**src/design/modem_irq_pkg.sv**
```systemverilog
// package for the modem status and interrupt enable register bank
// assumes a 32-bit apb slave port with byte addresses, one register per word
package modem_irq_pkg;

  // register byte addresses
  localparam logic [7:0] IRQ_ENABLE_OFS = 8'h00;
  localparam logic [7:0] MODEM_STATUS_OFS = 8'h04;
  localparam logic [7:0] ENH_FEATURE_OFS = 8'h08;
  localparam logic [7:0] MODEM_CONTROL_OFS = 8'h0c;
  localparam logic [7:0] PIN_FUNCTION_OFS = 8'h10;
  localparam logic [7:0] EVENT_STATUS_OFS = 8'h14;

  // reset values
  localparam logic [7:0] IRQ_ENABLE_RST = 8'h00;
  localparam logic [7:0] ENH_FEATURE_RST = 8'h00;
  localparam logic [7:0] MODEM_CONTROL_RST = 8'h00;
  localparam logic [7:0] PIN_FUNCTION_RST = 8'h00;

  // modem status fields
  localparam int MS_CD = 7;
  localparam int MS_RI = 6;
  localparam int MS_DSR = 5;
  localparam int MS_CTS = 4;
  localparam int MS_DCD = 3;
  localparam int MS_DRI = 2;
  localparam int MS_DDSR = 1;
  localparam int MS_DCTS = 0;

  // interrupt enable fields
  localparam int IE_CTS = 7;
  localparam int IE_RTS = 6;
  localparam int IE_XOFF = 5;
  localparam int IE_SLEEP = 4;
  localparam int IE_MODEM = 3;
  localparam int IE_LINE = 2;
  localparam int IE_TXH = 1;
  localparam int IE_RXH = 0;
  localparam logic [7:0] IE_PROTECTED_MASK = 8'hf0;

  // enhanced feature, modem control and pin function fields
  localparam int EF_WRITE_EN = 4;
  localparam logic [7:0] MC_PROTECTED_MASK = 8'he4;
  localparam int MC_LOOPBACK = 4;
  localparam int MC_RTS = 1;
  localparam int MC_DTR = 0;
  localparam int PF_MODEM_HI = 2;
  localparam int PF_MODEM_LO = 1;

  // event status fields (read clears)
  localparam int EV_XOFF = 0;
  localparam int EV_CTS_RISE = 1;
  localparam int EV_RTS_RISE = 2;

  // modem input line vector order: cd, ri, dsr, cts
  localparam int LN_CD = 3;
  localparam int LN_RI = 2;
  localparam int LN_DSR = 1;
  localparam int LN_CTS = 0;

  typedef struct packed {
    logic [3:0] sync1;
    logic [3:0] sync2;
    logic [3:0] line_prev;
    logic [3:0] delta;
    logic [7:0] interrupt_enables;
    logic [7:0] enhanced_feature_reg;
    logic [7:0] modem_control_reg;
    logic [7:0] pfs;
    logic [2:0] evt;
    logic cts_prev;
    logic rts_prev;
    logic tx_low_prev;
    logic thr_pend;
    logic irq_n;
    logic [31:0] prdata;
    logic pslverr;
  } bank_state_t;

endpackage

```
**src/design/modem_status_irq_enable.sv**
```systemverilog
// modem status register, interrupt enable register and the control bits they depend on
// assumes an apb master on CLK_I and active-low modem lines from pins outside the clock domain
//
// Notes on behaviour
// status bit 7 shows inverted cd pin
// status bit 6 shows inverted ri pin
// status bit 5 shows inverted dsr pin
// status bit 4 shows inverted cts, or the rts control bit in loopback
// modem status, not pin levels, is valid
// cd, dsr, cts changes set read-cleared flags
// ri flag sets only on pin rising
// irq asserts for any enabled interrupt
// bits 7,6 enable cts, rts rise interrupts
// bit 5 enables xoff or special interrupt
// bit 4 enables sleep mode
// bit 3 enables modem status interrupt
// bit 2 enables line status interrupt
// bit 1 enables transmit holding interrupt
// bit 0 enables receive holding interrupt
// upper enable bits need write enable set
// re-enabling tx interrupt raises nothing new
// loopback feeds control bits into cts, dsr
// host reads status to find changed input
// modem interrupt pends while any flag set
`timescale 1ns/1ps

module modem_status_irq_enable
  import modem_irq_pkg::*;
#(
  parameter int APB_AW = 8
) (
  // clock and reset
  input wire logic CLK_I,
  input wire logic RESET_I,
  // apb slave
  input wire logic PSEL_I,
  input wire logic PENABLE_I,
  input wire logic PWRITE_I,
  input wire logic [APB_AW-1:0] PADDR_I,
  input wire logic [31:0] PWDATA_I,
  output logic [31:0] PRDATA_O,
  output logic PREADY_O,
  output logic PSLVERR_O,
  // active-low modem inputs from pins
  input wire logic CTS_N_I,
  input wire logic DSR_N_I,
  input wire logic RI_N_I,
  input wire logic CD_N_I,
  // interrupt sources from the rest of the channel, same clock
  input wire logic RX_DATA_READY_I,
  input wire logic RX_LINE_ERR_I,
  input wire logic TX_BELOW_THRESH_I,
  input wire logic TX_HOLD_WRITE_I,
  input wire logic XOFF_DETECT_I,
  input wire logic RTS_N_I,
  // outputs
  output logic IRQ_N_O,
  output logic SLEEP_EN_O
);

  // the decoder reads the low byte of the address, so narrower buses cannot be served
  if (APB_AW < 8 || APB_AW > 32) begin : g_bad_aw
    $error("APB_AW must be between 8 and 32");
  end

  bank_state_t s_r;
  bank_state_t s_nxt;

  logic [7:0] addr8;
  logic setup;
  logic access;
  logic wr_acc;
  logic rd_setup;
  logic hit;
  logic modem_pins;
  logic loopback;
  logic [3:0] line_now;
  logic [3:0] line_chg;
  logic ri_pin_rise;
  logic [3:0] delta_clr;
  logic [2:0] evt_clr;
  logic [2:0] evt_set;
  logic [7:0] ier_wr;
  logic [7:0] mcr_wr;
  logic irq_pending;
  logic [7:0] msr_view;

  assign addr8 = PADDR_I[7:0];
  assign setup = PSEL_I && !PENABLE_I;
  assign access = PSEL_I && PENABLE_I;
  assign wr_acc = access && PWRITE_I;
  assign rd_setup = setup && !PWRITE_I;

  always_comb begin
    hit = 1'b0;
    if (APB_AW > 8 && |(PADDR_I >> 8)) begin
      hit = 1'b0;
    end else begin
      case (addr8)
        IRQ_ENABLE_OFS, MODEM_STATUS_OFS, ENH_FEATURE_OFS,
        MODEM_CONTROL_OFS, PIN_FUNCTION_OFS, EVENT_STATUS_OFS: hit = 1'b1;
        default: hit = 1'b0;
      endcase
    end
  end

  // modem pin assignment and loopback select the effective line levels
  assign modem_pins = s_r.pfs[PF_MODEM_HI] || s_r.pfs[PF_MODEM_LO];
  assign loopback = s_r.modem_control_reg[MC_LOOPBACK];

  always_comb begin
    // true-sense levels; cd, ri, dsr read inactive unless assigned as modem inputs, cts is read regardless; loopback overrides cts and dsr
    line_now[LN_CD] = modem_pins && !s_r.sync2[LN_CD];
    line_now[LN_RI] = modem_pins && !s_r.sync2[LN_RI];
    line_now[LN_DSR] = modem_pins && !s_r.sync2[LN_DSR];
    line_now[LN_CTS] = !s_r.sync2[LN_CTS];
    if (loopback) begin
      line_now[LN_CTS] = s_r.modem_control_reg[MC_RTS];
      line_now[LN_DSR] = s_r.modem_control_reg[MC_DTR];
    end
  end

  assign line_chg = line_now ^ s_r.line_prev;
  // ri pin going low to high is the true-sense ri falling
  assign ri_pin_rise = s_r.line_prev[LN_RI] && !line_now[LN_RI];

  always_comb begin
    msr_view = 8'h00;
    msr_view[MS_CD] = line_now[LN_CD];
    msr_view[MS_RI] = line_now[LN_RI];
    msr_view[MS_DSR] = line_now[LN_DSR];
    msr_view[MS_CTS] = line_now[LN_CTS];
    msr_view[MS_DCD] = s_r.delta[LN_CD];
    msr_view[MS_DRI] = s_r.delta[LN_RI];
    msr_view[MS_DDSR] = s_r.delta[LN_DSR];
    msr_view[MS_DCTS] = s_r.delta[LN_CTS];
  end

  // only the flags returned by the read are cleared, so an edge landing between
  // setup and access survives instead of vanishing unseen
  assign delta_clr = (access && !PWRITE_I && addr8 == MODEM_STATUS_OFS) ? s_r.prdata[3:0] : 4'h0;
  assign evt_clr = (access && !PWRITE_I && addr8 == EVENT_STATUS_OFS) ? s_r.prdata[2:0] : 3'h0;

  always_comb begin
    evt_set = 3'h0;
    evt_set[EV_XOFF] = XOFF_DETECT_I;
    evt_set[EV_CTS_RISE] = s_r.cts_prev && !line_now[LN_CTS];
    evt_set[EV_RTS_RISE] = !s_r.rts_prev && RTS_N_I;
  end

  // protected bits keep their value unless the enhanced write enable is set
  always_comb begin
    ier_wr = PWDATA_I[7:0];
    mcr_wr = PWDATA_I[7:0];
    if (!s_r.enhanced_feature_reg[EF_WRITE_EN]) begin
      ier_wr = (PWDATA_I[7:0] & ~IE_PROTECTED_MASK) | (s_r.interrupt_enables & IE_PROTECTED_MASK);
      mcr_wr = (PWDATA_I[7:0] & ~MC_PROTECTED_MASK) | (s_r.modem_control_reg & MC_PROTECTED_MASK);
    end
  end

  always_comb begin
    irq_pending = 1'b0;
    if (s_r.interrupt_enables[IE_RXH] && RX_DATA_READY_I) irq_pending = 1'b1;
    if (s_r.interrupt_enables[IE_TXH] && s_r.thr_pend) irq_pending = 1'b1;
    if (s_r.interrupt_enables[IE_LINE] && RX_LINE_ERR_I) irq_pending = 1'b1;
    if (s_r.interrupt_enables[IE_MODEM] && |s_r.delta) irq_pending = 1'b1;
    if (s_r.interrupt_enables[IE_XOFF] && s_r.evt[EV_XOFF]) irq_pending = 1'b1;
    if (s_r.interrupt_enables[IE_RTS] && s_r.evt[EV_RTS_RISE]) irq_pending = 1'b1;
    if (s_r.interrupt_enables[IE_CTS] && s_r.evt[EV_CTS_RISE]) irq_pending = 1'b1;
  end

  always_comb begin
    s_nxt = s_r;
    // pin synchronisers
    s_nxt.sync1 = {CD_N_I, RI_N_I, DSR_N_I, CTS_N_I};
    s_nxt.sync2 = s_r.sync1;
    s_nxt.line_prev = line_now;
    s_nxt.cts_prev = line_now[LN_CTS];
    s_nxt.rts_prev = RTS_N_I;
    s_nxt.tx_low_prev = TX_BELOW_THRESH_I;

    // change flags: a new edge wins over a clear in the same cycle
    s_nxt.delta = s_r.delta & ~delta_clr;
    s_nxt.delta[LN_CD] = s_nxt.delta[LN_CD] | line_chg[LN_CD];
    s_nxt.delta[LN_DSR] = s_nxt.delta[LN_DSR] | line_chg[LN_DSR];
    s_nxt.delta[LN_CTS] = s_nxt.delta[LN_CTS] | line_chg[LN_CTS];
    s_nxt.delta[LN_RI] = s_nxt.delta[LN_RI] | ri_pin_rise;
    s_nxt.evt = (s_r.evt & ~evt_clr) | evt_set;

    // tx holding interrupt follows the edge into below-threshold, not the level,
    // so setting the enable again over a low level raises nothing
    if (TX_HOLD_WRITE_I || !TX_BELOW_THRESH_I) begin
      s_nxt.thr_pend = 1'b0;
    end
    if (TX_BELOW_THRESH_I && !s_r.tx_low_prev) begin
      s_nxt.thr_pend = 1'b1;
    end

    if (wr_acc) begin
      case (addr8)
        IRQ_ENABLE_OFS: s_nxt.interrupt_enables = ier_wr;
        ENH_FEATURE_OFS: s_nxt.enhanced_feature_reg = PWDATA_I[7:0];
        MODEM_CONTROL_OFS: s_nxt.modem_control_reg = mcr_wr;
        PIN_FUNCTION_OFS: s_nxt.pfs = PWDATA_I[7:0];
        default: ;
      endcase
    end

    // read data is captured in setup and answered with no wait state
    if (setup) begin
      s_nxt.prdata = 32'h0000_0000;
      s_nxt.pslverr = !hit;
      if (rd_setup) begin
        case (addr8)
          IRQ_ENABLE_OFS: s_nxt.prdata = {24'h00_0000, s_r.interrupt_enables};
          MODEM_STATUS_OFS: s_nxt.prdata = {24'h00_0000, msr_view};
          ENH_FEATURE_OFS: s_nxt.prdata = {24'h00_0000, s_r.enhanced_feature_reg};
          MODEM_CONTROL_OFS: s_nxt.prdata = {24'h00_0000, s_r.modem_control_reg};
          PIN_FUNCTION_OFS: s_nxt.prdata = {24'h00_0000, s_r.pfs};
          EVENT_STATUS_OFS: s_nxt.prdata = {29'h0000_0000, s_r.evt};
          default: s_nxt.prdata = 32'h0000_0000;
        endcase
      end
    end

    s_nxt.irq_n = !irq_pending;
  end

  always_ff @(posedge CLK_I or posedge RESET_I) begin
    if (RESET_I) begin
      s_r.sync1 <= 4'hf;
      s_r.sync2 <= 4'hf;
      s_r.line_prev <= 4'h0;
      s_r.delta <= 4'h0;
      s_r.interrupt_enables <= IRQ_ENABLE_RST;
      s_r.enhanced_feature_reg <= ENH_FEATURE_RST;
      s_r.modem_control_reg <= MODEM_CONTROL_RST;
      s_r.pfs <= PIN_FUNCTION_RST;
      s_r.evt <= 3'h0;
      s_r.cts_prev <= 1'b0;
      s_r.rts_prev <= 1'b1;
      s_r.tx_low_prev <= 1'b0;
      s_r.thr_pend <= 1'b0;
      s_r.irq_n <= 1'b1;
      s_r.prdata <= 32'h0000_0000;
      s_r.pslverr <= 1'b0;
    end else begin
      s_r <= s_nxt;
    end
  end

  assign PRDATA_O = s_r.prdata;
  assign PSLVERR_O = access && s_r.pslverr;
  assign PREADY_O = 1'b1;
  assign IRQ_N_O = s_r.irq_n;
  assign SLEEP_EN_O = s_r.interrupt_enables[IE_SLEEP];

endmodule // modem_status_irq_enable

```
**config.mk**
```make
export PLATFORM = sky130hd
export DESIGN_NAME = modem_status_irq_enable
export DESIGN_NICKNAME = d
export VERILOG_FILES = /design/src/design/modem_irq_pkg.sv /design/src/design/modem_status_irq_enable.sv
export SDC_FILE = /design/constraint.sdc
export NUM_CORES = 1
export LEC_CHECK = 0
export ABC_CLOCK_PERIOD_IN_PS = 2480
export BUFFER_PORTS_ARGS = -buffer_cell sky130_fd_sc_hd__buf_2
export CORE_MARGIN = 5
export CORE_UTILIZATION = 51
export CTS_CLUSTER_SIZE = 20
export DETAILED_ROUTE_END_ITERATION = 8
export GPL_TIMING_DRIVEN = 0
export PLACE_DENSITY = 0.79
export SYNTH_ARGS = -nofsm -noshare
export SYNTH_HDL_FRONTEND = slang
export SYNTH_SLANG_ARGS = --single-unit
```
**constraint.sdc**
```tcl
create_clock -name CLK_I -period 2.48 [get_ports CLK_I]
set_input_delay 0.744 -clock CLK_I [delete_from_list [all_inputs] [get_ports CLK_I]]
set_output_delay 0.744 -clock CLK_I [all_outputs]
set_load 0.01 [all_outputs]
```
==> impl_metrics.py, run 1 <==
metrics = {
    "floorplan": {
        "pin_count": 91,
        "rows": 28,
        "start_util_pct": 52.3,
        "coreArea_sq_um": 5890,
        "die_height_um": 87.7,
        "die_w_um": 87.7,
        "die_area_sq_um": 7690,
    },
    "power_and_ir_drop": {
        "pwr-share-seq_pct": 46.9,
        "clock_power_share_pct": 44.5,
        "p_int_mw": 1.85,
        "p_per_area_nw_per_um2": 640,
        "power.switching_mw": 0.532,
        "swShare_pct": 22.4,
        "peakVddDrop_uv": 374,
        "pwr-share-comb_pct": 8.6,
        "leakagePower_nw": 1.92,
    },
    "yosys": {
        "synth_top_family_by_area": "multiplexers",
        "netlist_top_cells_area": "dfrtp_1, mux2_2, dfstp_2, buf_4, a22o_1",
        "syn-instance-count": 247,
        "synth_compound_area_share_pct": 9.43,
        "synth_top_area_share_pct": 43.9,
        "yosysMostFrequentCell": "dfrtp_1",
        "syn_area_sq_um": 3080,
        "synth-simple-area-share_pct": 8.98,
        "synth_edf_count": 0,
        "synth.distinct_cells": 42,
        "synthXorXnorAreaFrac_pct": 0.569,
        "synth_warnings": 0,
        "synth_top_flop_cell": "dfrtp_1",
        "synth_common_cells": "dfrtp_1, mux2_2, buf_4",
        "synthArstFlopShare_pct": 100,
        "synth_seq_area_share_pct": 52.4,
        "synth.area.mux_share_pct": 18.0,
        "synth_area_leader_cell": "dfrtp_1",
        "syn_area_per_cell_sq_um": 12.5,
        "yosys.area_share.adder_pct": 0.406,
        "ys_ff_latch": 64,
    },
    "sta": {
        "fmax_mhz": 433,
        "fin_crit_sh_pct": 93.1,
        "hold_viol": 0,
        "worst_pin_slew_ns": 0.634,
        "rsz0062_at_grt": "no",
        "finClkSkew_ns": 0.00769,
        "drv_slew": 0,
        "relSlewSlack_pct": 57.1,
        "fin_crit_ns": 2.31,
        "hold_slack_ns": 0.357,
        "finalSetupViolations": 0,
        "fin_ws_ns": 0.170,
    },
    "clock_tree": {
        "cts.path.max_buffers": 2,
        "post_cts_buffers": 0,
        "cts_resized": 0,
        "clk_latency_ns": 0.35,
        "cts_hold_buf": 0,
        "clkTransAtPathRegs_ns": 0.06,
        "numCtsBuffers": 9,
        "cts-root-buf": "clkbuf_8",
        "cts_htree_levels": 3,
        "cts_sinks": 64,
        "cts_tree": "yes",
    },
    "setup_path": {
        "cp-start-kind": "input pin",
        "crit_family": "simple AND/OR/NAND/NOR gates",
        "crit_top_cell": "buf_2",
        "rr_worst_depth": 3,
        "worst-path-stages": 6,
        "arrival_ns": 2.54,
        "crit_type": "in2reg",
        "crit_path_start": "PADDR_I[5]",
        "critPathBufInv": 2,
        "rr_startpoint": "s_r[43]",
        "path_max_fanout": 5,
        "end_kind": "flip-flop",
        "critPathRequiredTime_ns": 2.71,
        "critPathMaxStageDelay_ns": 0.46,
        "crit_slowest_cell": "nor4b_4",
        "crit_chain": "buf_2, or3_1, buf_2, nor4b_4, nand4_1, mux2_2",
    },
    "finish": {
        "fill_cells": 490,
        "layout.cells.non_filler": 402,
        "area_growth_pct": 20.6,
        "num_antenna_cells": 0,
        "drive_gt1_share_pct": 46.2,
        "finalInstanceArea_sq_um": 3710,
        "fin_nets": 378,
        "seq_area_sq_um": 1610,
        "multi_input_area_sq_um": 1250,
    },
    "detailed_routing": {
        "first_pass_iters": 4,
        "via_per_inst": 5.23,
        "drt-initial-drc-count": 216,
        "drtAntennaViolNets": 0,
        "wl_per_cell_um": 16.3,
        "vias": 2103,
        "drt_wl_total_um": 6540,
        "drc": 0,
    },
    "global_routing": {
        "grt_pass1_wl_um": 10300,
        "grt_max_degree": 39,
        "grt_pass1_vias": 2059,
        "gr-total-overflow": 0,
        "antenna_found_initial": 0,
        "grt_usage_pct": 18.1,
    },
    "placed_design": {
        "port_buffers": 40,
        "dp_hpwl_um": 4920,
        "place_inst": 386,
        "dpl-instance-area_sq_um": 3480,
        "preCtsSetupSlack_ns": -0.171,
        "gp_congestion": 0.808,
    },
    "run_status": {
        "outcome": "complete, no violations",
    },
    "worst_hold_path": {
        "holdCritStartpoint": "s_nxt[84]",
        "min_path_cells": 0,
        "worst_hold_path_type": "reg2reg",
    },
    "job": {
        "cap_violations": 0,
    },
}
[path summary, 6_finish.rpt]
| kind | endpoint | slack [ns] |
|---|---|---|
| worst max register to register | PRDATA_O[2] | 0.97 |
| worst max-delay path | s_r[54] | 0.17 |
| min in group asynchronous | s_r[42] | 0.44 |
| worst min register to register | s_r[84] | 0.36 |
| max in group asynchronous | s_r[36] | 1.38 |
| worst min-delay path | s_r[84] | 0.36 |
[state kept, by name (all words and copies together), names as in the netlist]
signal,count
s_nxt,4
SLEEP_EN_O,1
msr_view,4
IRQ_N_O,1
loopback,1
s_r,45
PRDATA_O,8
[metrics by stage]
stage	util (%)	total power, mW	TNS [ns]
after detailed placement	59.1	1.34	-3.33
final	63.1	2.38	0
after global placement	58.8	1.32	-29.81
after floorplan	-	1.26	0
after CTS	63.1	2.39	0
after global routing	63.1	2.46	0
[cell usage in the layout (no fill, tap or decap), types with 6 or more instances in the layout]
master    instances
o21ai_0           8
nor2_1            8
mux2i_1           6
dfstp_2          10
a22oi_1           7
nand3_1          10
nand2_1           8
dfrtp_1          54
conb_1           25
clkbuf_8          9
buf_4            33
a22o_1            8
buf_2            44
mux2_2           38
[cells by family after synthesis]
kind of cell | after synthesis
AOI/OAI and AO/OA | 39
xor gates and xnor gates | 2
adders and majority gates | 1
buffers and inverters | 47
DFF | 64
muxes | 47
other | 2
and+or+nand+nor | 45
[worst register-to-register path, stage by stage, from the launching register on]
cell and delay [ns]:
dfrtp_1 0.42, mux4_2 0.46, mux2_2 0.27, a32o_1 0.25
[final cells by class]
cell class	instances	share of cell area (%)
Sequential cell	64	43.4
Multi-Input combinational cell	159	33.5
Buffer	41	7.61
Timing Repair Buffer	41	5.93
Clock buffer	10	3.44
Clock inverter	6	2.90
Tap cell	75	2.53
Inverter	6	0.606
[power groups by stage]
stage | sequential [mW] | clock (mW) | combinational (mW)
6_report | 1.12 | 1.06 | 0.204
5_1_grt | 1.12 | 1.12 | 0.228
4_1_cts | 1.11 | 1.08 | 0.204
3_5_place_dp | 1.13 | 0 | 0.203
3_3_place_gp | 1.13 | 0 | 0.191
2_1_floorplan | 1.12 | 0 | 0.141
[routing by layer]
layer	share of wire (%)	up-vias	track usage, %	wire, um
met5	0	-	0	0
met4	1.5	0	8.09	98
met3	11	11	5.17	694
met2	47	109	28.9	3050
met1	41	999	22.9	2690
li1	-	984	-	-
Power figures use the tool's default switching activity.
==> run 2: changes to the inputs <==
Settings changed: CORE_UTILIZATION 51 to 40, PLACE_DENSITY 0.79 to not set.
==> run 2 against run 1 <==
- die area rose by 24%
- clock power down 15%
- clock-buffer cell count rose by 3
- register-to-register slack got worse by 0.02 ns
- power down 6.6%
- worst setup slack worse by 0.036 ns
- combinational power barely moved
- largest cell class unchanged
- largest power group unchanged
- highest routed layer unchanged
==> impl_metrics.py, run 2 (synthesized netlist as in run 1, its figures left out) <==
metrics = {
    "run_status": {
        "outcome": "complete, no violations",
    },
    "finish": {
        "regMostFlops": "s_r",
        "largest_reg_flops": 45,
        "fin_util_pct": 48.8,
        "drive_gt1_share_pct": 45.9,
        "num_antenna_cells": 0,
        "fin_nets": 378,
        "layout.cells.non_filler": 429,
        "final_cell_mix": "dfrtp_1, buf_2, mux2_2",
        "layout_commonest_cell": "dfrtp_1",
        "area_growth_pct": 20.6,
    },
    "global_routing": {
        "grt_max_degree": 41,
        "grt_pass1_wl_um": 11200,
        "gr-total-overflow": 0,
        "grt_usage_pct": 15.2,
        "grt_pass1_vias": 2194,
        "antenna_found_initial": 0,
    },
    "setup_path": {
        "crit_slowest_cell": "nor4b_4",
        "critPathRequiredTime_ns": 2.70,
        "path_max_fanout": 8,
        "cp-start-kind": "input pin",
        "reg2reg_slack_ns": 0.95,
        "critPathMaxStageDelay_ns": 0.43,
        "critPathBufInv": 2,
        "crit_type": "in2reg",
        "crit_top_cell": "buf_2",
        "rr_startpoint": "s_r[43]",
        "r2r_end": "PRDATA_O[2]",
        "end_kind": "flip-flop",
        "crit_family": "simple AND/OR/NAND/NOR gates",
        "crit_chain": "buf_2, or3_1, buf_2, nor4b_4, nand3b_2, mux2_2",
        "rr_worst_depth": 3,
        "arrival_ns": 2.57,
    },
    "floorplan": {
        "die_w_um": 97.7,
        "pin_count": 91,
        "die_height_um": 97.7,
        "start_util_pct": 40.5,
        "rows": 32,
        "coreArea_sq_um": 7610,
        "die_area_sq_um": 9550,
    },
    "clock_tree": {
        "clk_latency_ns": 0.34,
        "numCtsBuffers": 9,
        "cts-root-buf": "clkbuf_8",
        "cts_hold_buf": 0,
        "cts_sinks": 64,
        "cts_resized": 0,
        "clkTransAtPathRegs_ns": 0.06,
        "cts.path.max_buffers": 2,
        "post_cts_buffers": 0,
        "cts_htree_levels": 3,
        "cts_tree": "yes",
    },
    "sta": {
        "finalSetupViolations": 0,
        "hold_viol": 0,
        "relSlewSlack_pct": 57.3,
        "worst_pin_slew_ns": 0.632,
        "drv_slew": 0,
        "rsz0062_at_grt": "no",
        "fmax_mhz": 426,
        "finClkSkew_ns": 0.00767,
        "fin_crit_ns": 2.35,
        "fin_crit_sh_pct": 94.6,
        "fin_ws_ns": 0.134,
    },
    "job": {
        "cap_violations": 0,
    },
    "detailed_routing": {
        "wl_per_cell_um": 16.0,
        "first_pass_iters": 4,
        "drt-initial-drc-count": 85,
        "drc": 0,
        "via_per_inst": 4.75,
        "drtAntennaViolNets": 0,
        "vias": 2038,
        "drt_wl_total_um": 6870,
    },
    "placed_design": {
        "preCtsSetupSlack_ns": -0.203,
        "gp_congestion": 0.782,
        "dp_hpwl_um": 5120,
        "place_inst": 413,
        "port_buffers": 40,
    },
    "power_and_ir_drop": {
        "p_per_area_nw_per_um2": 599,
        "peakVddDrop_uv": 294,
        "leakagePower_nw": 1.91,
        "p_total_mw": 2.22,
    },
    "worst_hold_path": {
        "min_path_cells": 0,
        "worst_hold_path_type": "reg2reg",
        "min_to": "s_r[83]",
        "holdCritStartpoint": "s_nxt[83]",
    },
}
run 2: cell count changes in the layout (fill, tap and decap cells not counted):
cell        before  now
clkbuf_1         5    6
bufinv_16        3    1
clkinvlp_4       1    0
clkbuf_8         9   11
run 2: layout make-up:
type                            instances  area [sq um]
Timing Repair Buffer                   41           220
Multi-Input combinational cell        159          1250
Inverter                                6          22.5
Buffer                                 41           283
Clock inverter                          3          40.0
Sequential cell                        64          1610
Clock buffer                           13           159
Tap cell                              102           128
Fill cell                             711          3890
run 2: how the worst max path moves through the flow:
stage | from | endpoint | slack [ns] | depth (start not counted)
final | PADDR_I[5] | s_r[58] | 0.13 | 6
after global routing | PADDR_I[5] | s_r[58] | 0.09 | 6
after CTS | PADDR_I[5] | s_r[58] | 0.17 | 6
after detailed placement | PADDR_I[5] | s_r[58] | -0.20 | 6
after global placement | RESET_I | s_r[40] | -0.64 | 2
after floorplan | RESET_I | PRDATA_O[0] | 0.15 | 1
run 2: through the flow:
| step | area [sq um] | hold WS, ns | setup TNS [ns] |
|---|---|---|---|
| after CTS | 3710 | 0.357 | 0 |
| final | 3710 | 0.356 | 0 |
| after floorplan | 3170 | 0.345 | 0 |
| after global routing | 3710 | 0.361 | 0 |
| after global placement | 3490 | 0.346 | -37.67 |
| after detailed placement | 3510 | 0.347 | -3.91 |
run 2: power breakdown:
part | leakage, nW | total (mW) | internal, mW | switching (mW)
combinational | 0.979 | 0.202 | 0.0947 | 0.108
clock | 0.103 | 0.905 | 0.517 | 0.388
sequential | 0.824 | 1.11 | 1.09 | 0.0261
run 2: per-layer routing:
layer / global-route usage (%) / share of wire (%)
met1: 19.5 / 43
met2: 23.4 / 47
met3: 6.71 / 8.7
met4: 4.58 / 1.3
met5: 0 / 0
run 2: worst reg2reg max path: stages, from the launching register on:
cell and delay, ns:
dfrtp_1 0.43, mux4_2 0.47, mux2_2 0.28, a32o_1 0.25
